$ cat config.mk
export PLATFORM = sky130hd
export DESIGN_NAME = adcsq_sequencer
export DESIGN_NICKNAME = d
export VERILOG_FILES = /design/src/shared/adcsq_pkg.sv /design/src/adcsq_sequencer.sv
export SDC_FILE = /design/constraint.sdc
export NUM_CORES = 1
export LEC_CHECK = 0
export BUFFER_PORTS_ARGS = -buffer_cell sky130_fd_sc_hd__buf_2
export CAP_MARGIN = 30
export CORE_MARGIN = 3
export CORE_UTILIZATION = 51
export CTS_CLUSTER_SIZE = 25
export DETAILED_ROUTE_END_ITERATION = 10
export PLACE_DENSITY = 0.8
export SLEW_MARGIN = 20
export SYNTH_ARGS = -nofsm -noshare
export SYNTH_HDL_FRONTEND = slang
export SYNTH_SLANG_ARGS = --single-unit
$ cat constraint.sdc
create_clock -name sys_clk -period 4.3 [get_ports sys_clk]
set_input_delay 0.86 -clock sys_clk [delete_from_list [all_inputs] [get_ports sys_clk]]
set_output_delay 0.86 -clock sys_clk [all_outputs]
set_load 0.03 [all_outputs]
$ cat src/shared/adcsq_pkg.sv
// constants, field layout and enumerations for the scan and averaging sequencer
package adcsq_pkg;
    // timing
    localparam int CLK_PERIOD_NS = 10;
    localparam int START_CONVERT_N_LOW_MIN_NS = 40;
    localparam int START_CONVERT_N_LOW_CYC = (START_CONVERT_N_LOW_MIN_NS + CLK_PERIOD_NS - 1) / CLK_PERIOD_NS;
    localparam int REF_WAKE_US = 65;
    localparam int REF_WAKE_CYC = REF_WAKE_US * 1000 / CLK_PERIOD_NS;
    // command byte selectors, compared with the top bits of a received byte
    localparam logic [1:0] SEL_SETUP = 2'h1;
    localparam logic [2:0] SEL_AVG = 3'h1;
    localparam logic [3:0] SEL_RESET = 4'h1;
    // field positions
    localparam int CONV_SEL_BIT = 7;
    localparam int CONV_CH_LSB = 3;
    localparam int CONV_SCAN_LSB = 1;
    localparam int CONV_TEMP_BIT = 0;
    localparam int AVG_EN_BIT = 4;
    localparam int AVG_CNT_LSB = 2;
    localparam int REP_CNT_LSB = 0;
    localparam int RST_FIFO_BIT = 3;
    localparam int SETUP_CK_LSB = 4;
    localparam int SETUP_DIFF_LSB = 0;
    // reset values
    localparam logic [7:0] CONV_RESET = 8'h00;
    localparam logic [7:0] AVG_RESET = 8'h00;
    localparam logic [7:0] SETUP_RESET = 8'h20;
    localparam logic [7:0] BIP_RESET = 8'h00;
    // result word layout: leading zeros above a 12-bit value
    localparam logic [3:0] RESULT_LEAD = 4'h0;

    typedef enum logic [1:0] {
        CK_PIN_SCAN = 2'h0,
        CK_PIN_EACH = 2'h1,
        CK_SER_SCAN = 2'h2,
        CK_SER_EXT = 2'h3
    } adcsq_clk_t;

    typedef enum logic [1:0] {
        SC_UP_TO = 2'h0,
        SC_FROM = 2'h1,
        SC_REPEAT = 2'h2,
        SC_SINGLE = 2'h3
    } adcsq_scan_t;

    typedef enum logic [1:0] {
        FOL_NONE = 2'h0,
        FOL_UNI = 2'h1,
        FOL_BIP = 2'h2
    } adcsq_follow_t;

    typedef enum logic [1:0] {
        S_IDLE = 2'h0,
        S_WAKE = 2'h1,
        S_CONV = 2'h3,
        S_WAITP = 2'h2
    } adcsq_state_t;
endpackage

$ cat src/adcsq_sequencer.sv
// serial command port, result fifo and conversion sequencer of the converter
`timescale 1ns/1ps
module adcsq_sequencer import adcsq_pkg::*; #(
    parameter int NUM_CH = 16,
    parameter int FIFO_DEPTH = 16,
    parameter int REF_WAKE = REF_WAKE_CYC
) (
    // system
    input wire logic sys_clk,
    input wire logic reset,
    // serial port pins
    input wire logic sclk,
    input wire logic cs_n,
    input wire logic din,
    output logic dout_out,
    output logic dout_oe,
    // convert control pins
    input wire logic start_convert_n,
    output logic eoc_n,
    // analog core
    output logic conv_start,
    output logic [3:0] conv_channel,
    output logic conv_temp,
    input wire logic conv_done,
    input wire logic [11:0] conv_data
);
    localparam int PW = $clog2(FIFO_DEPTH);

    if (NUM_CH < 1 || NUM_CH > 16) begin : g_bad_ch
        $error("NUM_CH must be 1 to 16");
    end
    if (FIFO_DEPTH < 2 || (1 << PW) != FIFO_DEPTH) begin : g_bad_depth
        $error("FIFO_DEPTH must be a power of two");
    end
    if (REF_WAKE < 1 || REF_WAKE > 65535) begin : g_bad_wake
        $error("REF_WAKE must be 1 to 65535");
    end

    function automatic logic [3:0] f_first(input logic [7:0] b);
        return (adcsq_scan_t'(b[CONV_SCAN_LSB +: 2]) == SC_UP_TO) ? 4'h0 : b[CONV_CH_LSB +: 4];
    endfunction

    function automatic logic [3:0] f_last(input logic [7:0] b);
        return (adcsq_scan_t'(b[CONV_SCAN_LSB +: 2]) == SC_FROM) ? 4'(NUM_CH - 1) : b[CONV_CH_LSB +: 4];
    endfunction

    // pin synchronisers, order {convert, din, cs, sclk}
    logic [3:0] sync1_reg, sync2_reg, sync3_reg;
    always_ff @(posedge sys_clk) begin
        sync1_reg <= {start_convert_n, din, cs_n, sclk};
        sync2_reg <= sync1_reg;
        sync3_reg <= sync2_reg;
    end

    logic sclk_rise, sclk_fall, cs_low, cs_fall, din_s, start_convert_n_low, start_convert_n_rise, start_convert_n_fall;
    assign sclk_rise = sync2_reg[0] & ~sync3_reg[0];
    assign sclk_fall = ~sync2_reg[0] & sync3_reg[0];
    assign cs_low = ~sync2_reg[1];
    assign cs_fall = ~sync2_reg[1] & sync3_reg[1];
    assign din_s = sync2_reg[2];
    assign start_convert_n_low = ~sync2_reg[3];
    assign start_convert_n_rise = sync2_reg[3] & ~sync3_reg[3];
    assign start_convert_n_fall = ~sync2_reg[3] & sync3_reg[3];

    // serial receive and configuration registers
    logic [2:0] in_cnt_reg, in_cnt_next;
    logic [6:0] sr_reg, sr_next;
    logic [7:0] conv_reg, conv_next, avg_reg, avg_next, setup_reg, setup_next, bip_reg, bip_next;
    adcsq_follow_t follow_reg, follow_next;
    logic byte_done, is_conv, is_rst, soft_rst, fifo_clr;
    logic [7:0] rx_byte;

    assign byte_done = cs_low & sclk_rise & (in_cnt_reg == 3'h7);
    assign rx_byte = {sr_reg, din_s};
    assign is_conv = byte_done && follow_reg == FOL_NONE && rx_byte[CONV_SEL_BIT];
    assign is_rst = byte_done && follow_reg == FOL_NONE && rx_byte[7:4] == SEL_RESET;
    assign soft_rst = is_rst && !rx_byte[RST_FIFO_BIT];
    assign fifo_clr = is_rst;

    always_comb begin
        in_cnt_next = in_cnt_reg;
        sr_next = sr_reg;
        conv_next = conv_reg;
        avg_next = avg_reg;
        setup_next = setup_reg;
        bip_next = bip_reg;
        follow_next = follow_reg;
        if (!cs_low || cs_fall) begin
            in_cnt_next = 3'h0;
        end else if (sclk_rise) begin
            in_cnt_next = in_cnt_reg + 3'h1;
            sr_next = {sr_reg[5:0], din_s};
        end
        if (byte_done) begin
            if (follow_reg == FOL_BIP) begin
                bip_next = rx_byte;
                follow_next = FOL_NONE;
            end else if (follow_reg == FOL_UNI) begin
                bip_next = bip_reg & ~rx_byte;
                follow_next = FOL_NONE;
            end else if (rx_byte[CONV_SEL_BIT]) begin
                conv_next = rx_byte;
            end else if (rx_byte[7:6] == SEL_SETUP) begin
                setup_next = rx_byte;
                if (rx_byte[SETUP_DIFF_LSB + 1]) begin
                    follow_next = rx_byte[SETUP_DIFF_LSB] ? FOL_BIP : FOL_UNI;
                end
            end else if (rx_byte[7:5] == SEL_AVG) begin
                avg_next = rx_byte;
            end
        end
        if (soft_rst) begin
            conv_next = CONV_RESET;
            avg_next = AVG_RESET;
            setup_next = SETUP_RESET;
            bip_next = BIP_RESET;
        end
    end

    always_ff @(posedge sys_clk) begin
        if (reset) begin
            in_cnt_reg <= 3'h0;
            sr_reg <= 7'h00;
            conv_reg <= CONV_RESET;
            avg_reg <= AVG_RESET;
            setup_reg <= SETUP_RESET;
            bip_reg <= BIP_RESET;
            follow_reg <= FOL_NONE;
        end else begin
            in_cnt_reg <= in_cnt_next;
            sr_reg <= sr_next;
            conv_reg <= conv_next;
            avg_reg <= avg_next;
            setup_reg <= setup_next;
            bip_reg <= bip_next;
            follow_reg <= follow_next;
        end
    end

    // sequencer
    adcsq_state_t state_reg, state_next;
    logic [3:0] cur_ch_reg, cur_ch_next;
    logic [5:0] conv_cnt_reg, conv_cnt_next;
    logic [4:0] rep_cnt_reg, rep_cnt_next;
    logic [16:0] acc_reg, acc_next, acc_sum;
    logic [15:0] wait_cnt_reg, wait_cnt_next;
    logic [2:0] low_cnt_reg, low_cnt_next;
    logic temp_pend_reg, temp_pend_next, issued_reg, issued_next, eoc_n_reg, eoc_n_next;
    logic start_convert_n_ok, load, go, finished, eoc_set, push_req, chan_bip;
    logic [15:0] push_data;
    logic [7:0] ld_byte;
    logic [5:0] avg_target;
    logic [4:0] rep_target;
    logic [2:0] avg_shift;
    logic [11:0] avg_val;
    adcsq_clk_t ck_mode;
    logic pin_mode;

    assign ck_mode = adcsq_clk_t'(setup_reg[SETUP_CK_LSB +: 2]);
    assign pin_mode = ~ck_mode[1];
    assign start_convert_n_ok = start_convert_n_rise && low_cnt_reg >= 3'(START_CONVERT_N_LOW_CYC);
    assign ld_byte = is_conv ? rx_byte : conv_reg;
    assign avg_target = avg_reg[AVG_EN_BIT] ? (6'h4 << avg_reg[AVG_CNT_LSB +: 2]) : 6'h1;
    assign avg_shift = avg_reg[AVG_EN_BIT] ? (3'(avg_reg[AVG_CNT_LSB +: 2]) + 3'h2) : 3'h0;
    assign rep_target = (adcsq_scan_t'(conv_reg[CONV_SCAN_LSB +: 2]) == SC_REPEAT) ?
                        {3'(avg_reg[REP_CNT_LSB +: 2]) + 3'h1, 2'h0} : 5'h1;
    assign acc_sum = acc_reg + 17'(conv_data);
    assign avg_val = 12'(acc_sum >> avg_shift);
    assign chan_bip = bip_reg[3'h7 - cur_ch_reg[3:1]];

    always_comb begin
        state_next = state_reg;
        cur_ch_next = cur_ch_reg;
        conv_cnt_next = conv_cnt_reg;
        rep_cnt_next = rep_cnt_reg;
        acc_next = acc_reg;
        wait_cnt_next = wait_cnt_reg;
        temp_pend_next = temp_pend_reg;
        issued_next = issued_reg;
        low_cnt_next = start_convert_n_low ? ((low_cnt_reg < 3'(START_CONVERT_N_LOW_CYC)) ? low_cnt_reg + 3'h1 : low_cnt_reg) : 3'h0;
        load = 1'b0;
        go = 1'b0;
        finished = 1'b0;
        eoc_set = 1'b0;
        push_req = 1'b0;
        push_data = 16'h0000;
        unique case (state_reg)
            S_IDLE: begin
                if (ck_mode == CK_PIN_SCAN && start_convert_n_ok) begin
                    load = 1'b1;
                    go = 1'b1;
                end else if (ck_mode == CK_SER_SCAN && is_conv) begin
                    load = 1'b1;
                    go = 1'b1;
                end else if (ck_mode == CK_PIN_EACH && is_conv) begin
                    load = 1'b1;
                    state_next = S_WAITP;
                end
            end
            S_WAITP: begin
                if (ck_mode != CK_PIN_EACH) begin
                    state_next = S_IDLE;
                end else if (is_conv) begin
                    load = 1'b1;
                end else if (start_convert_n_ok) begin
                    state_next = temp_pend_reg ? S_WAKE : S_CONV;
                    wait_cnt_next = 16'h0000;
                end
            end
            S_WAKE: begin
                wait_cnt_next = wait_cnt_reg + 16'h0001;
                if (wait_cnt_reg == 16'(REF_WAKE - 1)) begin
                    state_next = S_CONV;
                end
            end
            S_CONV: begin
                if (!issued_reg) begin
                    issued_next = 1'b1;
                end else if (conv_done) begin
                    issued_next = 1'b0;
                    if (temp_pend_reg) begin
                        push_req = 1'b1;
                        push_data = {RESULT_LEAD, conv_data};
                        temp_pend_next = 1'b0;
                    end else if (conv_cnt_reg + 6'h1 == avg_target) begin
                        push_req = 1'b1;
                        push_data = {RESULT_LEAD, chan_bip ? {~avg_val[11], avg_val[10:0]} : avg_val};
                        acc_next = 17'h00000;
                        conv_cnt_next = 6'h00;
                        if (rep_cnt_reg + 5'h1 == rep_target) begin
                            rep_cnt_next = 5'h00;
                            if (cur_ch_reg == f_last(conv_reg)) begin
                                finished = 1'b1;
                            end else begin
                                cur_ch_next = cur_ch_reg + 4'h1;
                            end
                        end else begin
                            rep_cnt_next = rep_cnt_reg + 5'h01;
                        end
                    end else begin
                        acc_next = acc_sum;
                        conv_cnt_next = conv_cnt_reg + 6'h01;
                    end
                    if (ck_mode == CK_PIN_EACH) begin
                        eoc_set = 1'b1;
                        state_next = S_WAITP;
                        if (finished) begin
                            cur_ch_next = f_first(conv_reg);
                        end
                    end else if (finished) begin
                        eoc_set = 1'b1;
                        state_next = S_IDLE;
                    end
                end
            end
        endcase
        if (load) begin
            cur_ch_next = f_first(ld_byte);
            temp_pend_next = ld_byte[CONV_TEMP_BIT];
            conv_cnt_next = 6'h00;
            rep_cnt_next = 5'h00;
            acc_next = 17'h00000;
            wait_cnt_next = 16'h0000;
        end
        if (go) begin
            state_next = ld_byte[CONV_TEMP_BIT] ? S_WAKE : S_CONV;
        end
        eoc_n_next = eoc_n_reg;
        if (eoc_set) begin
            eoc_n_next = 1'b0;
        end else if (cs_fall || (pin_mode && start_convert_n_fall) || soft_rst) begin
            eoc_n_next = 1'b1;
        end
        if (soft_rst) begin
            state_next = S_IDLE;
            issued_next = 1'b0;
            temp_pend_next = 1'b0;
        end
    end

    always_ff @(posedge sys_clk) begin
        if (reset) begin
            state_reg <= S_IDLE;
            cur_ch_reg <= 4'h0;
            conv_cnt_reg <= 6'h00;
            rep_cnt_reg <= 5'h00;
            acc_reg <= 17'h00000;
            wait_cnt_reg <= 16'h0000;
            low_cnt_reg <= 3'h0;
            temp_pend_reg <= 1'b0;
            issued_reg <= 1'b0;
            eoc_n_reg <= 1'b1;
        end else begin
            state_reg <= state_next;
            cur_ch_reg <= cur_ch_next;
            conv_cnt_reg <= conv_cnt_next;
            rep_cnt_reg <= rep_cnt_next;
            acc_reg <= acc_next;
            wait_cnt_reg <= wait_cnt_next;
            low_cnt_reg <= low_cnt_next;
            temp_pend_reg <= temp_pend_next;
            issued_reg <= issued_next;
            eoc_n_reg <= eoc_n_next;
        end
    end

    // result fifo and serial output
    logic [15:0] fifo_mem [FIFO_DEPTH];
    logic [PW:0] wr_ptr_reg, wr_ptr_next, rd_ptr_reg, rd_ptr_next, level;
    logic [3:0] out_cnt_reg, out_cnt_next;
    logic dout_reg, dout_next, fifo_empty, fifo_full, push_ok, pop;
    logic [15:0] head, head_after;

    assign level = wr_ptr_reg - rd_ptr_reg;
    assign fifo_empty = level == '0;
    assign fifo_full = level == (PW + 1)'(FIFO_DEPTH);
    assign push_ok = push_req && !fifo_full && !fifo_clr;
    assign head = fifo_mem[rd_ptr_reg[PW-1:0]];
    assign head_after = fifo_mem[PW'(rd_ptr_reg[PW-1:0] + 1'b1)];
    assign pop = cs_low && sclk_fall && out_cnt_reg == 4'hF && !fifo_empty;

    always_comb begin
        wr_ptr_next = push_ok ? wr_ptr_reg + 1'b1 : wr_ptr_reg;
        rd_ptr_next = pop ? rd_ptr_reg + 1'b1 : rd_ptr_reg;
        out_cnt_next = out_cnt_reg;
        dout_next = dout_reg;
        if (cs_fall) begin
            out_cnt_next = 4'h0;
            dout_next = !fifo_empty && head[15];
        end else if (cs_low && sclk_fall) begin
            out_cnt_next = out_cnt_reg + 4'h1;
            if (out_cnt_reg == 4'hF) begin
                dout_next = level > (PW + 1)'(1) && head_after[15];
            end else begin
                dout_next = !fifo_empty && head[4'hE - out_cnt_reg];
            end
        end
        if (fifo_clr) begin
            wr_ptr_next = '0;
            rd_ptr_next = '0;
        end
    end

    always_ff @(posedge sys_clk) begin
        if (reset) begin
            wr_ptr_reg <= '0;
            rd_ptr_reg <= '0;
            out_cnt_reg <= 4'h0;
            dout_reg <= 1'b0;
        end else begin
            wr_ptr_reg <= wr_ptr_next;
            rd_ptr_reg <= rd_ptr_next;
            out_cnt_reg <= out_cnt_next;
            dout_reg <= dout_next;
        end
    end

    always_ff @(posedge sys_clk) begin
        if (push_ok) begin
            fifo_mem[wr_ptr_reg[PW-1:0]] <= push_data;
        end
    end

    assign dout_out = dout_reg;
    assign dout_oe = cs_low;
    assign eoc_n = eoc_n_reg;
    assign conv_start = state_reg == S_CONV && !issued_reg;
    assign conv_channel = cur_ch_reg;
    assign conv_temp = temp_pend_reg;

    // checks
    eoc_hold_low_a: assert property (@(posedge sys_clk) disable iff (reset)
        !eoc_n && !cs_fall && !(pin_mode && start_convert_n_fall) && !soft_rst |=> !eoc_n)
        else $error("end-of-conversion released without cause");
    eoc_set_wins_a: assert property (@(posedge sys_clk) disable iff (reset)
        eoc_set |=> !eoc_n)
        else $error("end-of-conversion not driven low after completion");
    pin_trigger_a: assert property (@(posedge sys_clk) disable iff (reset)
        state_reg == S_IDLE && ck_mode == CK_PIN_SCAN && start_convert_n_ok && !soft_rst |=> state_reg != S_IDLE)
        else $error("pin trigger did not start a scan");
    serial_trigger_a: assert property (@(posedge sys_clk) disable iff (reset)
        state_reg == S_IDLE && ck_mode == CK_SER_SCAN && is_conv |=> state_reg inside {S_WAKE, S_CONV})
        else $error("conversion write did not start a scan");
    serial_no_pin_a: assert property (@(posedge sys_clk) disable iff (reset)
        state_reg == S_IDLE && ck_mode[1] && !is_conv |=> state_reg == S_IDLE)
        else $error("serial clock mode started without a conversion write");
    one_conv_a: assert property (@(posedge sys_clk) disable iff (reset)
        state_reg == S_CONV && issued_reg && conv_done && !avg_reg[AVG_EN_BIT] |-> push_req)
        else $error("averaging off but no result stored");
    avg_count_a: assert property (@(posedge sys_clk) disable iff (reset)
        push_req && !temp_pend_reg |-> conv_cnt_reg == avg_target - 6'h1)
        else $error("averaged result stored after wrong conversion count");
    temp_first_a: assert property (@(posedge sys_clk) disable iff (reset)
        temp_pend_reg && !load && !soft_rst |=> temp_pend_reg || $past(push_req))
        else $error("temperature request dropped before its result was stored");
    fifo_clear_a: assert property (@(posedge sys_clk) disable iff (reset)
        fifo_clr |=> fifo_empty && (setup_reg == SETUP_RESET || $past(rx_byte[RST_FIFO_BIT])))
        else $error("reset command misbehaved");
    dout_edge_a: assert property (@(posedge sys_clk) disable iff (reset)
        !cs_fall && !sclk_fall |=> $stable(dout_out))
        else $error("serial output changed off the falling edge");
    ref_wake_a: assert property (@(posedge sys_clk) disable iff (reset)
        state_reg == S_WAKE && state_next == S_CONV |-> wait_cnt_reg == 16'(REF_WAKE - 1))
        else $error("reference wake time wrong");
endmodule

Word-level counts from Yosys, hierarchy flattened
Memory sizes are Yosys's and may differ from the RTL's. A register that Yosys moved wholly into a read port is not among the register bits.
Index checks and enable logic that the tools add are counted.

storage, ports and cells
  register bits after elaboration = 121
  RAM bits = 192
  input port bits = 19
  memories = 1

cells by class
  $add $sub $neg = 15
  $lt $le $gt $ge = 5
  equal/unequal tests = 33
  shift operators = 2
  mux-type cells = 98
  bitwise gates (word level) = 22
  reductions and logical operators = 58

memories
  name      words  width  rd ports  clocked after memory_dff  write ports  line                    text
  fifo_mem  16     12     1         1                         1            adcsq_sequencer.sv:308  logic [15:0] fifo_mem [FIFO_DEPTH];

operators with widths
  operator                                          count
  two-way mux 12 bit                                6
  two-way mux 4 bit                                 15
  two-way mux 16 bit                                3
  two-way mux 1 bit                                 40
  two-way mux 2 bit                                 20
  case mux 16 bit (2 select lines)                  1
  != test 3 bit (second input constant)             6
  adder 17 x 12 -> 17 bit                           1
  two-way mux 17 bit                                1
  right shift 17 x 3 -> 12 bit                      1
  adder 16 x 1 -> 16 bit (second input constant)    1
  == test 16 x 13 -> 1 bit (second input constant)  1
  logical AND 1 bit                                 16
  two-way mux 8 bit                                 2
  AND reduction 4 bit                               4
  adder 5 x 1 -> 5 bit (second input constant)      3
  nonzero test 2 bit                                7
  inverter 1 bit                                    13
  two-way mux 6 bit                                 2
  != test 4 bit (second input constant)             3
  OR reduction 2 bit                                6
  == test 2 x 1 -> 1 bit (second input constant)    5
  == test 2 bit (second input constant)             5
  logical NOT 2 bit                                 5
  other kinds (45)                                  66

Longest topological paths before layout
Gate-level depths: netlist of the first run.

  depth after elaboration = 16
  depth in mapped cells = 10
  gate-level depth less buffers = 10

Worst setup path after synthesis of the first run
OpenSTA, ideal clock, no wires.

  path kind = input to register
  start = input conv_data[0]
  end = memory fifo_mem[0][11] (netlist name) (data pin)
  library setup time = 0.330 ns
  arrival time = 3.794 ns
  required time = 3.970 ns
  setup slack = 0.176 ns
  stages on the path = 10
  path buffers = 0
  path through = ha_1 fa_1 a21o_1 a221oi_1 o211a_1 or3_1 mux2i_1 nand4_1 xnor2_1 o21ai_0

between the ends
  longest elaborated chain between the ends = 9

RTL lines
  what                              line                    text
  from (decl)                       adcsq_sequencer.sv:25   input wire logic [11:0] conv_data
  adder 17 x 12 -> 17 bit (*)       adcsq_sequencer.sv:167  assign acc_sum = acc_reg + 17'(conv_data);
  right shift 17 x 3 -> 12 bit (*)  adcsq_sequencer.sv:168  assign avg_val = 12'(acc_sum >> avg_shift);
  inverter 1 bit                    adcsq_sequencer.sv:227  push_data = {RESULT_LEAD, chan_bip ? {~avg_val[11], avg_val[10:0]} : avg_val};
  two-way mux 12 bit (*)            adcsq_sequencer.sv:227
  two-way mux 12 bit (*)            adcsq_sequencer.sv:225  end else if (conv_cnt_reg + 6'h1 == avg_target) begin
  two-way mux 12 bit (*)            adcsq_sequencer.sv:221  if (temp_pend_reg) begin
  two-way mux 12 bit (*)            adcsq_sequencer.sv:219  end else if (conv_done) begin
  two-way mux 12 bit (*)            adcsq_sequencer.sv:217  if (!issued_reg) begin
  two-way mux 12 bit (*)            adcsq_sequencer.sv:187  unique case (state_reg)
  net push_data[11]                 adcsq_sequencer.sv:150  logic [15:0] push_data;
  to (decl)                         adcsq_sequencer.sv:308

The timed path passes the listed nets; every way through them passes the cells marked *.

Worst setup path in the final report of the first run
  start = register conv_cnt_reg[0]
  end = memory fifo_mem[10][11] (netlist name), enable pin

between the ends
  longest elaborated chain between the ends = 11

RTL lines
  what                                     line                    text
  from (decl)                              adcsq_sequencer.sv:143  logic [5:0] conv_cnt_reg, conv_cnt_next;
  from (signal assigned)                   adcsq_sequencer.sv:296  conv_cnt_reg <= conv_cnt_next;
  adder 6 x 1 -> 6 bit                     adcsq_sequencer.sv:225
  == test 6 bit                            adcsq_sequencer.sv:225
  two-way mux 1 bit                        adcsq_sequencer.sv:225
  two-way mux 1 bit                        adcsq_sequencer.sv:221
  two-way mux 1 bit                        adcsq_sequencer.sv:219
  two-way mux 1 bit                        adcsq_sequencer.sv:217
  two-way mux 1 bit                        adcsq_sequencer.sv:187
  logical AND 1 bit (2 in a row)           adcsq_sequencer.sv:317  assign push_ok = push_req && !fifo_full && !fifo_clr;
  two-way mux 1 bit                        adcsq_sequencer.sv:359  if (push_ok) begin
  two-way mux 1 bit (implied by the code)  adcsq_sequencer.sv:360  fifo_mem[wr_ptr_reg[PW-1:0]] <= push_data;

Every way passes these cells.

==> results.md, run 1 <==
Power:
- Across the VDD grid, the largest voltage drop is 304 uV.
- The portion of total power attributed to combinational logic is 1.6%.
- Summed over all cells, the static leakage comes to 6.08 nW.
- The cell-internal power is 4.62 mW.
- The switching power as a share of total power is 20.9%.
- The part of the power in the clock network is 44.4%.
- The power per unit of standard cell area is 360 nW/um^2.
- The analysis attributes to net switching a power of 1.22 mW.
- Sequential cells burn 54.0% of the power.

CTS:
- The number of buffers added to fix hold violations after cts is 0.
- TritonCTS built the clock tree.
- Counting every sink on the clock net gives 312.
- The clock insertion delay at the later pin of the skew report is 0.58 ns.
- The clock-pin slew reported for the worst setup and hold paths after clock tree synthesis is 0.07 ns.
- In this run the post-CTS setup repair buffer count came out at 0.
- The maximum clock path buffer count is 3.
- Clock tree synthesis selected as its root buffer the cell sky130_fd_sc_hd__clkbuf_16.
- The post-cts resize count is 0.
- In this run the number of H-tree levels came out at 1.
- Counting the buffers created by CTS gives 31.

Timing:
- The final total negative setup slack is 0 ns.
- Based on the critical path, the design can be clocked at up to 265 MHz.
- Between clock sinks in the finished design, the worst skew comes to 0.0300 ns.
- The final max-slew violation count was 0.
- The clock period minus final worst setup slack is 3.77 ns.
- On the final layout, the worst hold slack is 0.326 ns.
- The part of the cycle the worst path needs is 87.7%.
- The number of failing hold endpoints at the final stage was 0.
- The headroom to the max-slew limit is 37.5%.
- The count of final setup violators is 0.
- Setup repair after global routing left no endpoint under its margin.
- The measured slew at the worst slew-check pin is 0.938 ns.

Yosys:
- The number of nets handed over by synthesis was 1,273.
- The part of the Yosys area used for sequential elements is 55.9%.
- The number of synthesized register bits is 312.
- The cell area after synthesis is 14,600 sq um.
- The Yosys step of the flow raised 0 warnings.
- The synthesized area per cell is 12.0 sq um.
- The most used flip-flop cell after synthesis is sky130_fd_sc_hd__edfxtp_1.
- The cell count after synthesis came out at 1,220.
- Synthesis instantiated 64 different standard cells from the library.
- Counting flops with a built-in enable in the synthesized netlist gives 192.
- After synthesis, the share of flip-flops with an asynchronous set or reset is 0%.

Worst setup path:
- Counting buffers and inverters, the worst setup path is 9 cells deep.
- The maximum net fanout on the critical path is 9.
- The number of buffers and inverters on the critical path is 1.
- The slowest cell on the critical path is sky130_fd_sc_hd__a221oi_4.
- The delay of the slowest critical-path stage is 0.52 ns.
- The cell repeated most along the worst path is sky130_fd_sc_hd__a221oi_4.
- In this run the register-to-register setup slack is 0.53 ns.
- Grouping stages by cell kind, the critical path spends the most delay in simple AND/OR/NAND/NOR gates.
- Walking the worst path, the cells encountered are nand3_2, or3_4, a211o_1, a221oi_4, nand3b_4, a221oi_4, nand2_1, nor2_1, buf_4.
- Counting cells, the worst reg-to-reg path comes to 9.
- The worst path arrival time is 4.03 ns.
- STA classifies the critical path endpoint as a register.
- The required time at the worst-slack endpoint is 4.56 ns.
- The critical path class is reg -> reg.
- The sort of element at the start of the critical path is a register.

Run status:
- The run finished with clean final reports.

Detailed routing:
- After detailed routing, the number of remaining DRC violations is 0.
- Dividing the detail-routed wire length by the instance count gives 21.5 microns.
- After the first detailed-routing iteration, the DRC count stood at 1,167.
- The number of vias in the routed layout is 10.3k.
- After detailed routing, the number of vias per cell comes to 6.23.
- The detailed-route wire length is 35,500 microns.
- The remaining antenna violation count is 0.
- The first detailed-routing pass took 6 iterations.

Die:
- The die span in x is 175 microns.
- The number of cell rows is 61.
- The die outline area is 30,700 sq um.
- The initial standard-cell utilization of the core is 52.2%.
- 28 I/O pins were placed.
- In this run the standard cell core region covers 28,000 sq um.
- The y dimension of the die is 175 microns.

Place:
- The routability congestion estimate from global placement is 0.909.
- The HPWL after detailed placement is 21,800 microns.
- The number of buffers added on ports is 27.

Global routing:
- The initial antenna violation count is 0.
- Summed over all layers, the global routing overflow is 0.
- The first global-routing pass estimated 55,500 microns of wire.
- The global-route usage over all layers is 22.9%.
- Entering global routing, the biggest net connects 45 pins.
- The via count of the first global-routing pass is 9,831.

Job:
- The number of max-cap violations is 0.

Final layout:
- The register with the most flip-flops in the layout has 192 of them.
- The number of nets in the layout is 1,299.
- The post-route netlist has 16.7% of its cells at a drive strength greater than 1.
- The number of antenna diodes in the final layout is 0.
- Relative to the synthesized area, the layout overhead comes to 11.1%.

Min path:
- The min-delay analysis places its worst path in the category reg -> reg.
- The worst hold path was traced through 0 stages.
[cell usage after synthesis, types with 9 or more instances]
| cell type | instances | share of area (%) |
|---|---|---|
| sky130_fd_sc_hd__or2_2 | 13 | 0.56 |
| sky130_fd_sc_hd__a22oi_1 | 13 | 0.67 |
| sky130_fd_sc_hd__a31oi_1 | 12 | 0.51 |
| sky130_fd_sc_hd__a311oi_1 | 10 | 0.60 |
| sky130_fd_sc_hd__clkbuf_1 | 62 | 1.6 |
| sky130_fd_sc_hd__edfxtp_1 | 192 | 39 |
| sky130_fd_sc_hd__xor2_1 | 12 | 0.72 |
| sky130_fd_sc_hd__dfxtp_1 | 120 | 16 |
| sky130_fd_sc_hd__nor2_1 | 112 | 2.9 |
| sky130_fd_sc_hd__mux4_2 | 63 | 9.7 |
| sky130_fd_sc_hd__and3_1 | 10 | 0.43 |
| sky130_fd_sc_hd__inv_1 | 21 | 0.54 |
| sky130_fd_sc_hd__nor2b_1 | 12 | 0.51 |
| sky130_fd_sc_hd__o21ai_0 | 41 | 1.4 |
| sky130_fd_sc_hd__nand2_1 | 118 | 3.0 |
| sky130_fd_sc_hd__a21oi_1 | 90 | 3.1 |
| sky130_fd_sc_hd__a21o_1 | 13 | 0.67 |
| sky130_fd_sc_hd__nand4_1 | 12 | 0.51 |
| sky130_fd_sc_hd__ha_1 | 33 | 2.8 |
| sky130_fd_sc_hd__mux2i_1 | 41 | 2.8 |
| sky130_fd_sc_hd__nor3_1 | 23 | 0.79 |
| sky130_fd_sc_hd__xnor2_1 | 23 | 1.4 |
| sky130_fd_sc_hd__nand3_1 | 38 | 1.3 |
| sky130_fd_sc_hd__nand2b_1 | 9 | 0.39 |
[power groups by stage]
stage / clock, mW / sequential, mW / combinational, mW
after CTS: 2.63 / 3.15 / 0.0937
after floorplan: 0 / 3.21 / 0.0671
after detailed placement: 0 / 3.22 / 0.0929
after global placement: 0 / 3.22 / 0.0917
after global routing: 2.74 / 3.15 / 0.105
final: 2.59 / 3.15 / 0.0957
[layout make-up]
class	count	area, sq um
clock buffers	36	795
clock inverters	22	174
fillers	2193	11800
inverters	21	78.8
multi-input cells	813	6100
flip-flops and latches	312	8170
well taps	378	473
repair buffers	67	437
[per-layer routing]
layer  share of wire, %  track usage [%]
met4                3.2             6.95
met2                 49             39.2
met1                 39             30.7
met5                  0                0
met3                8.3             3.26
[placed cells by master, fill, tap and decap left out, types with 8 or more instances in the layout]
cell,netlist,final
sky130_fd_sc_hd__a21o_1,13,13
sky130_fd_sc_hd__clkinv_1,0,9
sky130_fd_sc_hd__a22oi_1,13,13
sky130_fd_sc_hd__edfxtp_1,192,192
sky130_fd_sc_hd__and3_1,10,10
sky130_fd_sc_hd__inv_1,21,21
sky130_fd_sc_hd__ha_1,33,33
sky130_fd_sc_hd__or2_2,13,13
sky130_fd_sc_hd__or3_1,8,8
sky130_fd_sc_hd__nand2b_1,9,9
sky130_fd_sc_hd__a211oi_1,8,8
sky130_fd_sc_hd__a31oi_1,12,12
sky130_fd_sc_hd__nor2b_1,12,12
sky130_fd_sc_hd__nor3_1,23,19
sky130_fd_sc_hd__clkbuf_16,0,31
sky130_fd_sc_hd__a311oi_1,10,10
sky130_fd_sc_hd__o21ai_0,41,41
sky130_fd_sc_hd__mux2i_1,41,41
sky130_fd_sc_hd__nand2_1,118,118
sky130_fd_sc_hd__a21oi_1,90,90
sky130_fd_sc_hd__xor2_1,12,12
sky130_fd_sc_hd__xnor2_1,23,23
sky130_fd_sc_hd__mux4_2,63,63
sky130_fd_sc_hd__buf_4,0,38
sky130_fd_sc_hd__dfxtp_1,120,118
sky130_fd_sc_hd__and2_1,8,8
sky130_fd_sc_hd__nor2_1,112,112
sky130_fd_sc_hd__nand4_1,12,12
sky130_fd_sc_hd__nand3_1,38,38
sky130_fd_sc_hd__buf_2,4,27
[through the flow]
stage	worst slack [ns]	cells	utilization (%)	cell area, sq um	power [mW]
finish	0.528	1649	57.9	16200	5.84
global route	0.397	1649	57.9	16200	6.00
CTS	0.594	1647	57.9	16200	5.87
detailed placement	0.369	1589	54.4	15200	3.31
global placement	0.430	1589	54.4	15200	3.31
floorplan	0.176	1220	-	14600	3.28
[final timing paths]
check / startpoint / endpoint
worst max-delay path: conv_cnt_reg[0] / fifo_mem[10][11]
worst min-delay path: sync1_reg[2] / sync2_reg[2]
worst max register to register: conv_cnt_reg[0] / fifo_mem[10][11]
worst min register to register: sync1_reg[2] / sync2_reg[2]
[cells by family after synthesis]
| logic type | after synthesis | share of synthesized area, % |
|---|---|---|
| AO/OA/AOI/OAI | 236 | 10.4 |
| XOR/XNOR | 35 | 2.10 |
| adder cells (fa/ha/maj) | 34 | 2.96 |
| buffers and inverters | 95 | 2.47 |
| flip-flops | 312 | 55.9 |
| multiplexers | 111 | 13.1 |
| AND/OR/NAND/NOR | 397 | 13.1 |
Note: power is estimated with default switching activity, not from simulation.
==> inputs of run 2 (changes only) <==
Settings changed: CTS_BUF_LIST set to sky130_fd_sc_hd__clkbuf_2.
==> run 2 against run 1 <==
  * Combinational power barely moved
  * Via count rose by 0.62%
  * First-iteration DRC count barely moved
  * Final cell count rose by 5.0%
==> results.md, run 2 (synthesized netlist as in run 1, its figures left out) <==
Timing:
- The part of the cycle the worst path needs is 86.0% (-1.7 points).
- The clock period minus final worst setup slack was 3.70 ns (-0.0740 ns).
- The count of final setup violators came to 0 (unchanged).
- The upper clock frequency limit is 270 MHz (+2.0%).
- The worst slack on hold paths came to 0.153 ns (-0.173 ns).
- The final total negative setup slack is 0 ns (unchanged).
- The number of failing hold endpoints at the final stage was 0 (unchanged).
- Setup repair after global routing left no endpoint under its margin.
- The final worst setup slack is 0.602 ns (+0.0740 ns).
- The measured slew at the worst slew-check pin came to 0.932 ns (-0.00506 ns).
- The setup skew after layout is 0.114 ns (+0.0838 ns).
- The final max-slew violation count is 0 (unchanged).
- The headroom to the max-slew limit was 37.7% (+0.25 points).

Worst setup path:
- The worst setup path is launched from a register.
- The delay of the slowest critical-path stage is 0.50 ns (-0.02 ns).
- The most numerous cell type found on the critical path is sky130_fd_sc_hd__a221oi_4.
- The number of buffers and inverters on the critical path came to 1 (unchanged).
- Traced cell by cell, the critical path runs through nand3_2, or3_4, a211o_1, a221oi_4, nand3b_4, a221oi_4, nand2_1, nor2_1, buf_4.
- The maximum net fanout on the critical path was 9 (unchanged).
- On the critical path, the stage with the largest delay is an instance of sky130_fd_sc_hd__a221oi_4.
- Broken down by cell family, the worst path's largest delay share belongs to simple AND/OR/NAND/NOR gates.
- The type of element capturing the critical path is a register.
- The required time at the worst-slack endpoint is 4.83 ns (+0.27 ns).
- The critical path class is reg -> reg.
- The worst path arrival time came to 4.22 ns (+0.19 ns).

CTS:
- The clock-pin slew reported for the worst setup and hold paths after clock tree synthesis is 0.10 ns (+0.03 ns).
- The TritonCTS buffer count is 77 (+150%).
- TritonCTS built the clock tree.
- The maximum clock path buffer count came to 3 (unchanged).
- CTS placed an instance of sky130_fd_sc_hd__clkbuf_2 at the clock tree root.
- The number of setup buffers added after CTS was 0 (unchanged).
- The maximum level of the CTS H-tree is 3 (+2).
- The TritonCTS sink count came to 312 (unchanged).
- The clock insertion delay at the later pin of the skew report came to 0.92 ns (+0.34 ns).

Power:
- The leakage component of the power was 6.16 nW (+1.2%).
- The power per unit of standard cell area is 334 nW/um^2 (-7.3%).
- The share of power burned in registers is 58.8% (+4.8 points).
- The net load switching power is 1.31 mW (+7.2%).
- The cell-internal power was 4.05 mW (-12%).
- The switching power as a share of total power was 24.4% (+3.5 points).
- The maximum VDD drop was 264 uV (-13%).
- The part of the power in the clock network came to 39.5% (-4.9 points).
- The portion of total power attributed to combinational logic came to 1.8% (+0.2 points).

Die:
- The number of cell rows is 61 (unchanged).
- The initial standard-cell utilization of the core was 52.2% (unchanged).
- The y dimension of the die is 175 microns (unchanged).
- The placeable core region is 28,000 sq um (unchanged).
- The die span in x is 175 microns (unchanged).
- The number of top-level pins is 28 (unchanged).
- The die outline area is 30,700 sq um (unchanged).

Place:
- The post-placement setup slack is 0.369 ns (unchanged).
- The routability congestion estimate from global placement is 0.909 (unchanged).
- The half-perimeter wire length of the detailed placement result is 21,800 microns (unchanged).
- The number of buffers added on ports is 27 (unchanged).

Final layout:
- The number of nets in the layout is 1,347 (+3.7%).
- The number of flip-flops under the largest register name was 192 (unchanged).
- The leading cell type in the layout, fill and taps excluded is sky130_fd_sc_hd__edfxtp_1.
- The area growth from synthesis to final layout is 9.98%.
- The layout cell share with drive strength beyond 1 is 20.8% (+4.1 points).
- The total inserted antenna cells is 0 (unchanged).
- In the layout the commonest cells are sky130_fd_sc_hd__edfxtp_1, sky130_fd_sc_hd__nand2_1, sky130_fd_sc_hd__dfxtp_1, sky130_fd_sc_hd__nor2_1, sky130_fd_sc_hd__clkbuf_2.

Detailed routing:
- The via density per instance was 5.97 (-4.2%).
- The number of vias in the routed layout is 10.3k (+0.62%).
- The detailed-router iteration count before antenna repair is 7 (+1).
- The detailed-route wire length is 33,700 microns (-5.2%).
- The number of design rule violations left after detail routing was 0 (unchanged).
- The first-iteration detailed-routing DRC count was 1,168 (+0.086%).
- The detailed-route wire length per cell came to 19.4 microns (-9.7%).
- The remaining antenna violation count was 0 (unchanged).

Min path:
- The tightest min-delay check is of the in -> reg type.

Run status:
- The flow ran to the end, and the final reports show no timing, DRC or antenna violations.

Global routing:
- The global-route wire length before repair is 53,300 microns (-3.9%).
- The pin count of the biggest net entering global routing is 45 (unchanged).
- The residual overflow from global routing is 0 (unchanged).
- The initial antenna violation count is 0 (unchanged).
- The via count of the first global-routing pass is 9,996 (+1.7%).
- The global-route usage over all layers came to 22.0% (-0.96 points).

Job:
- The number of max-cap violations came to 0 (unchanged).
## run 2: cell types whose count changed in the layout (fill, tap and decap cells not counted), moves of 2 or more
| cell | change |
|---|---|
| sky130_fd_sc_hd__bufinv_16 | +2 |
| sky130_fd_sc_hd__clkbuf_1 | -5 |
| sky130_fd_sc_hd__clkbuf_16 | -31 |
| sky130_fd_sc_hd__clkbuf_2 | +93 |
| sky130_fd_sc_hd__clkinv_1 | +17 |
| sky130_fd_sc_hd__clkinv_2 | +3 |
| sky130_fd_sc_hd__dlygate4sd3_1 | +2 |
| sky130_fd_sc_hd__inv_6 | +3 |
## run 2: worst reg2reg max path, stage by stage (launching register included)
cell and delay [ns]:
sky130_fd_sc_hd__dfxtp_1 0.47, sky130_fd_sc_hd__nand3_2 0.16, sky130_fd_sc_hd__or3_4 0.41, sky130_fd_sc_hd__a211o_1 0.34
sky130_fd_sc_hd__a221oi_4 0.37, sky130_fd_sc_hd__nand3b_4 0.15, sky130_fd_sc_hd__a221oi_4 0.50, sky130_fd_sc_hd__nand2_1 0.21
sky130_fd_sc_hd__nor2_1 0.46, sky130_fd_sc_hd__buf_4 0.33
## run 2: repair_timing
action | 4_1_cts | 5_1_grt
hold endpoints to repair | 2 | 0
gates resized for setup | 0 | 0
hold buffers | 2 | 0
## run 2: area by class of cell
cell class	instances	area (sq um)
multi-input combinational	813	6100
sequential	312	8170
tap	378	473
inverter	21	78.8
clock inverter	46	318
timing repair buffer	69	460
fill	2255	11900
clock buffer	93	465
## run 2: final timing paths
path	depth (start not counted)	startpoint	slack, ns	endpoint
min reg2reg	0	sync1_reg[3]	0.33	sync2_reg[3]
min	1	cs_n	0.15	sync1_reg[1]
max reg2reg	9	conv_cnt_reg[0]	0.60	fifo_mem[10][11]
max	9	conv_cnt_reg[0]	0.60	fifo_mem[10][11]
## run 2: layer usage
layer / wire, microns / GRT usage [%] / vias up
met3: 3060 / 5.02 / 94
met1: 13400 / 29.1 / 4958
met5: 0 / 0 / -
met4: 1110 / 9.47 / 0
li1: - / - / 4787
met2: 16100 / 35.2 / 497
## run 2: power by group through the flow
| stage | Clock [mW] | Sequential [mW] | Combinational [mW] |
|---|---|---|---|
| floorplan | 0 | 3.21 | 0.0671 |
| global placement | 0 | 3.22 | 0.0917 |
| detailed placement | 0 | 3.22 | 0.0929 |
| CTS | 2.18 | 3.15 | 0.0948 |
| global route | 2.34 | 3.15 | 0.106 |
| finish | 2.11 | 3.15 | 0.0960 |
## run 2: metrics by stage
| step | util (%) | power, mW | std cells | instance area (sq um) |
|---|---|---|---|---|
| 2_1_floorplan | - | 3.28 | 1220 | 14600 |
| 3_3_place_gp | 54.4 | 3.31 | 1589 | 15200 |
| 3_5_place_dp | 54.4 | 3.31 | 1589 | 15200 |
| 4_1_cts | 57.3 | 5.43 | 1730 | 16100 |
| 5_1_grt | 57.4 | 5.60 | 1732 | 16100 |
| 6_report | 57.4 | 5.36 | 1732 | 16100 |
==> inputs of run 3 (changes only) <==
==> constraint.sdc (replaced) <==
create_clock -name sys_clk -period 4.3 [get_ports sys_clk]
set_input_delay 0.645 -clock sys_clk [delete_from_list [all_inputs] [get_ports sys_clk]]
set_output_delay 0.645 -clock sys_clk [all_outputs]
set_load 0.03 [all_outputs]
==> run 3 against run 2 <==
  * Clock skew down 0.036 ns
  * Count of clock-buffer cells in the layout up 24
  * Power down 1.7%
  * Final cell count up 0.29%
  * Core utilization about the same
  * Flip-flop and latch count unchanged
  * Largest power group unchanged
  * Via count up 0.36%
  * Sequential power about the same
  * Hold slack better by 0.065 ns
  * Global-route usage down 0.092 points
  * Fmax up 2.7%
  * Worst setup slack better by 0.096 ns
==> results.md, run 3 (synthesized netlist as in run 1, its figures left out) <==
Run status:
- The flow ran to the end, and the final reports show no timing, DRC or antenna violations.

Final layout:
- The fill cell total of the finished layout was 2,248 (-0.31%).
- The layout cell share with drive strength beyond 1 is 21.8% (+1.0 points).
- The number of standard cells in the layout, taps in and fillers out came to 1,737 (+0.29%).
- The leading cell type in the layout, fill and taps excluded is sky130_fd_sc_hd__edfxtp_1.
- The number of nets in the layout is 1,355 (+0.59%).
- In the layout the commonest cells are sky130_fd_sc_hd__edfxtp_1, sky130_fd_sc_hd__nand2_1, sky130_fd_sc_hd__dfxtp_1, sky130_fd_sc_hd__clkbuf_2, sky130_fd_sc_hd__nor2_1.
- The area growth from synthesis to final layout is 9.95% (about the same).
- The area of all placed cells without fillers is 16,100 sq um (about the same).
- The number of flip-flops under the largest register name is 192 (unchanged).

Power:
- The portion of total power attributed to combinational logic is 1.8% (about the same).
- The leakage component of the power came to 6.20 nW (+0.70%).
- The share of power burned in registers is 59.8% (+1.0 points).
- The overall power of the completed layout is 5.27 mW (-1.7%).
- The net load switching power is 1.23 mW (-5.5%).
- The maximum VDD drop is 217 uV (-18%).
- The switching power as a share of total power came to 23.4% (-0.94 points).
- The part of the power in the clock network was 38.4% (-1.1 points).
- The power per unit of standard cell area is 328 nW/um^2 (-1.7%).
- The cell-internal power came to 4.03 mW (-0.50%).

CTS:
- The post-cts resize count came to 0 (unchanged).
- The clock-pin slew reported for the worst setup and hold paths after clock tree synthesis is 0.11 ns (about the same).
- The maximum clock path buffer count is 3 (unchanged).
- The TritonCTS sink count is 312 (unchanged).
- The CTS tree is yes.
- The maximum level of the CTS H-tree came to 3 (unchanged).
- The library cell used as clock root buffer is sky130_fd_sc_hd__clkbuf_2.
- The TritonCTS buffer count is 80 (+3.9%).
- The clock insertion delay at the later pin of the skew report is 0.88 ns (-0.04 ns).

Detailed routing:
- The remaining antenna violation count came to 0 (unchanged).
- The first-iteration detailed-routing DRC count is 1,141 (-2.3%).
- The detailed-router iteration count before antenna repair is 7 (unchanged).
- The number of design rule violations left after detail routing came to 0 (unchanged).
- The number of vias in the routed layout came to 10.4k (+0.36%).
- The detailed-route wire length was 33,300 microns (-1.2%).
- The detailed-route wire length per cell came to 19.2 microns (-1.4%).
- The via density per instance is 5.97 (about the same).

Timing:
- Setup repair after global routing left no endpoint under its margin.
- The headroom to the max-slew limit is 31.4% (-6.3 points).
- The upper clock frequency limit is 278 MHz (+2.7%).
- The part of the cycle the worst path needs is 83.8% (-2.2 points).
- The number of failing hold endpoints at the final stage is 0 (unchanged).
- The final total negative setup slack is 0 ns (unchanged).
- The setup skew after layout is 0.0781 ns (-0.0357 ns).
- The clock period minus final worst setup slack is 3.60 ns (-0.0965 ns).
- The final max-slew violation count was 0 (unchanged).
- The worst slack on hold paths is 0.218 ns (+0.0648 ns).
- The measured slew at the worst slew-check pin is 1.02 ns (+0.0881 ns).
- The count of final setup violators came to 0 (unchanged).

Worst setup path:
- The depth of the worst register-to-register path is 8 (-1).
- The type of element capturing the critical path is a register.
- In this run the critical register-to-register path is launched from conv_cnt_reg[0].
- The critical path in this run is classified as reg -> reg.
- The worst setup path is launched from a register.
- The register-to-register setup slack was 0.70 ns (+0.10 ns).
- The critical path startpoint is conv_cnt_reg[0].
- The required time at the worst-slack endpoint is 4.87 ns (+0.04 ns).
- The worst path arrival time came to 4.17 ns (-0.05 ns).
- The maximum net fanout on the critical path is 16 (+7).
- The critical path ends at fifo_mem[7][4].
- The endpoint of the lowest-slack register-to-register path is fifo_mem[7][4].

Global routing:
- The pin count of the biggest net entering global routing was 45 (unchanged).
- The global-route wire length before repair was 53,600 microns (+0.53%).
- The global-route usage over all layers is 21.9% (-0.092 points).
- The residual overflow from global routing was 0 (unchanged).
- The initial antenna violation count is 1 (+1).
- The via count of the first global-routing pass is 10.2k (+1.8%).

Die:
- The die outline area was 30,700 sq um (unchanged).
- The y dimension of the die is 175 microns (unchanged).
- The placeable core region is 28,000 sq um (unchanged).
- The number of cell rows is 61 (unchanged).
- The initial standard-cell utilization of the core is 52.2% (unchanged).
- The die span in x is 175 microns (unchanged).
- The number of top-level pins came to 28 (unchanged).

Place:
- The half-perimeter wire length of the detailed placement result is 22,500 microns (+3.1%).
- The routability congestion estimate from global placement is 0.880 (-3.2%).
- The number of instances in the placed design was 1,593 (+0.25%).
- The number of buffers added on ports is 27 (unchanged).
- The instance area at placement is 15,300 sq um (+0.20%).

Min path:
- The instance count along the most critical hold path is 2 (+1).
- The kind of path behind the tightest hold check is in -> reg.

Job:
- The number of max-cap violations is 0 (unchanged).
[run 3: changes by cell type in the layout (fill, tap and decap cells not counted), sizes merged]
cell and delta:
buf +4, bufinv -2, clkbuf +23, clkinv -22, clkinvlp -2, diode +1
dlygate4sd3 +2, inv +1
[run 3: worst max-delay path, cell delays in order, from the launching register on]
cell,delay [ns]
sky130_fd_sc_hd__dfxtp_1,0.47
sky130_fd_sc_hd__nand3_2,0.16
sky130_fd_sc_hd__or3_4,0.41
sky130_fd_sc_hd__a211o_1,0.33
sky130_fd_sc_hd__a221oi_4,0.36
sky130_fd_sc_hd__nand2_1,0.08
sky130_fd_sc_hd__nor3_1,0.79
sky130_fd_sc_hd__a22o_1,0.29
sky130_fd_sc_hd__a21o_1,0.42
[run 3: cell type report]
class	instances	area (sq um)	share of cell area, %
sequential	312	8170	50.9
timing repair buffer	74	495	3.08
inverter	21	78.8	0.491
multi-input combinational	813	6100	38.0
antenna	1	2.50	0.0156
clock inverter	21	155	0.966
clock buffer	117	586	3.64
tap	378	473	2.94
[run 3: per-layer routing]
metal  track usage, %  vias to the layer above  share of wire, %
met5                0                        -                 0
met4             9.04                        0               3.3
li1                 -                     4806                 -
met3             4.06                       81               7.5
met2             36.1                      445                49
met1             28.8                     5041                40
[run 3: power by group through the flow]
stage | registers, mW | logic [mW] | clock network, mW
after floorplan | 3.21 | 0.0671 | 0
after global placement | 3.22 | 0.0910 | 0
after detailed placement | 3.22 | 0.0926 | 0
after CTS | 3.15 | 0.0957 | 2.09
after global routing | 3.15 | 0.106 | 2.24
final | 3.15 | 0.0966 | 2.02
[run 3: how the worst min path moves through the flow]
stage,start,endpoint
after detailed placement,sync1_reg[2],sync2_reg[2]
final,reset,conv_channel[1]
after global placement,sync1_reg[1],sync2_reg[1]
after CTS,reset,conv_channel[1]
after floorplan,sync1_reg[0],sync2_reg[0]
after global routing,reset,follow_reg[0]
[run 3: what timing repair did]
action,in CTS,in global routing
setup buffers,0,0
endpoints found under the hold margin,4,0
hold buffers,4,0
[run 3: through the flow]
step / worst slack [ns] / util, %
2_1_floorplan: 0.391 / -
3_3_place_gp: 0.615 / 54.5
3_5_place_dp: 0.562 / 54.5
4_1_cts: 0.852 / 57.3
5_1_grt: 0.557 / 57.4
6_report: 0.698 / 57.4
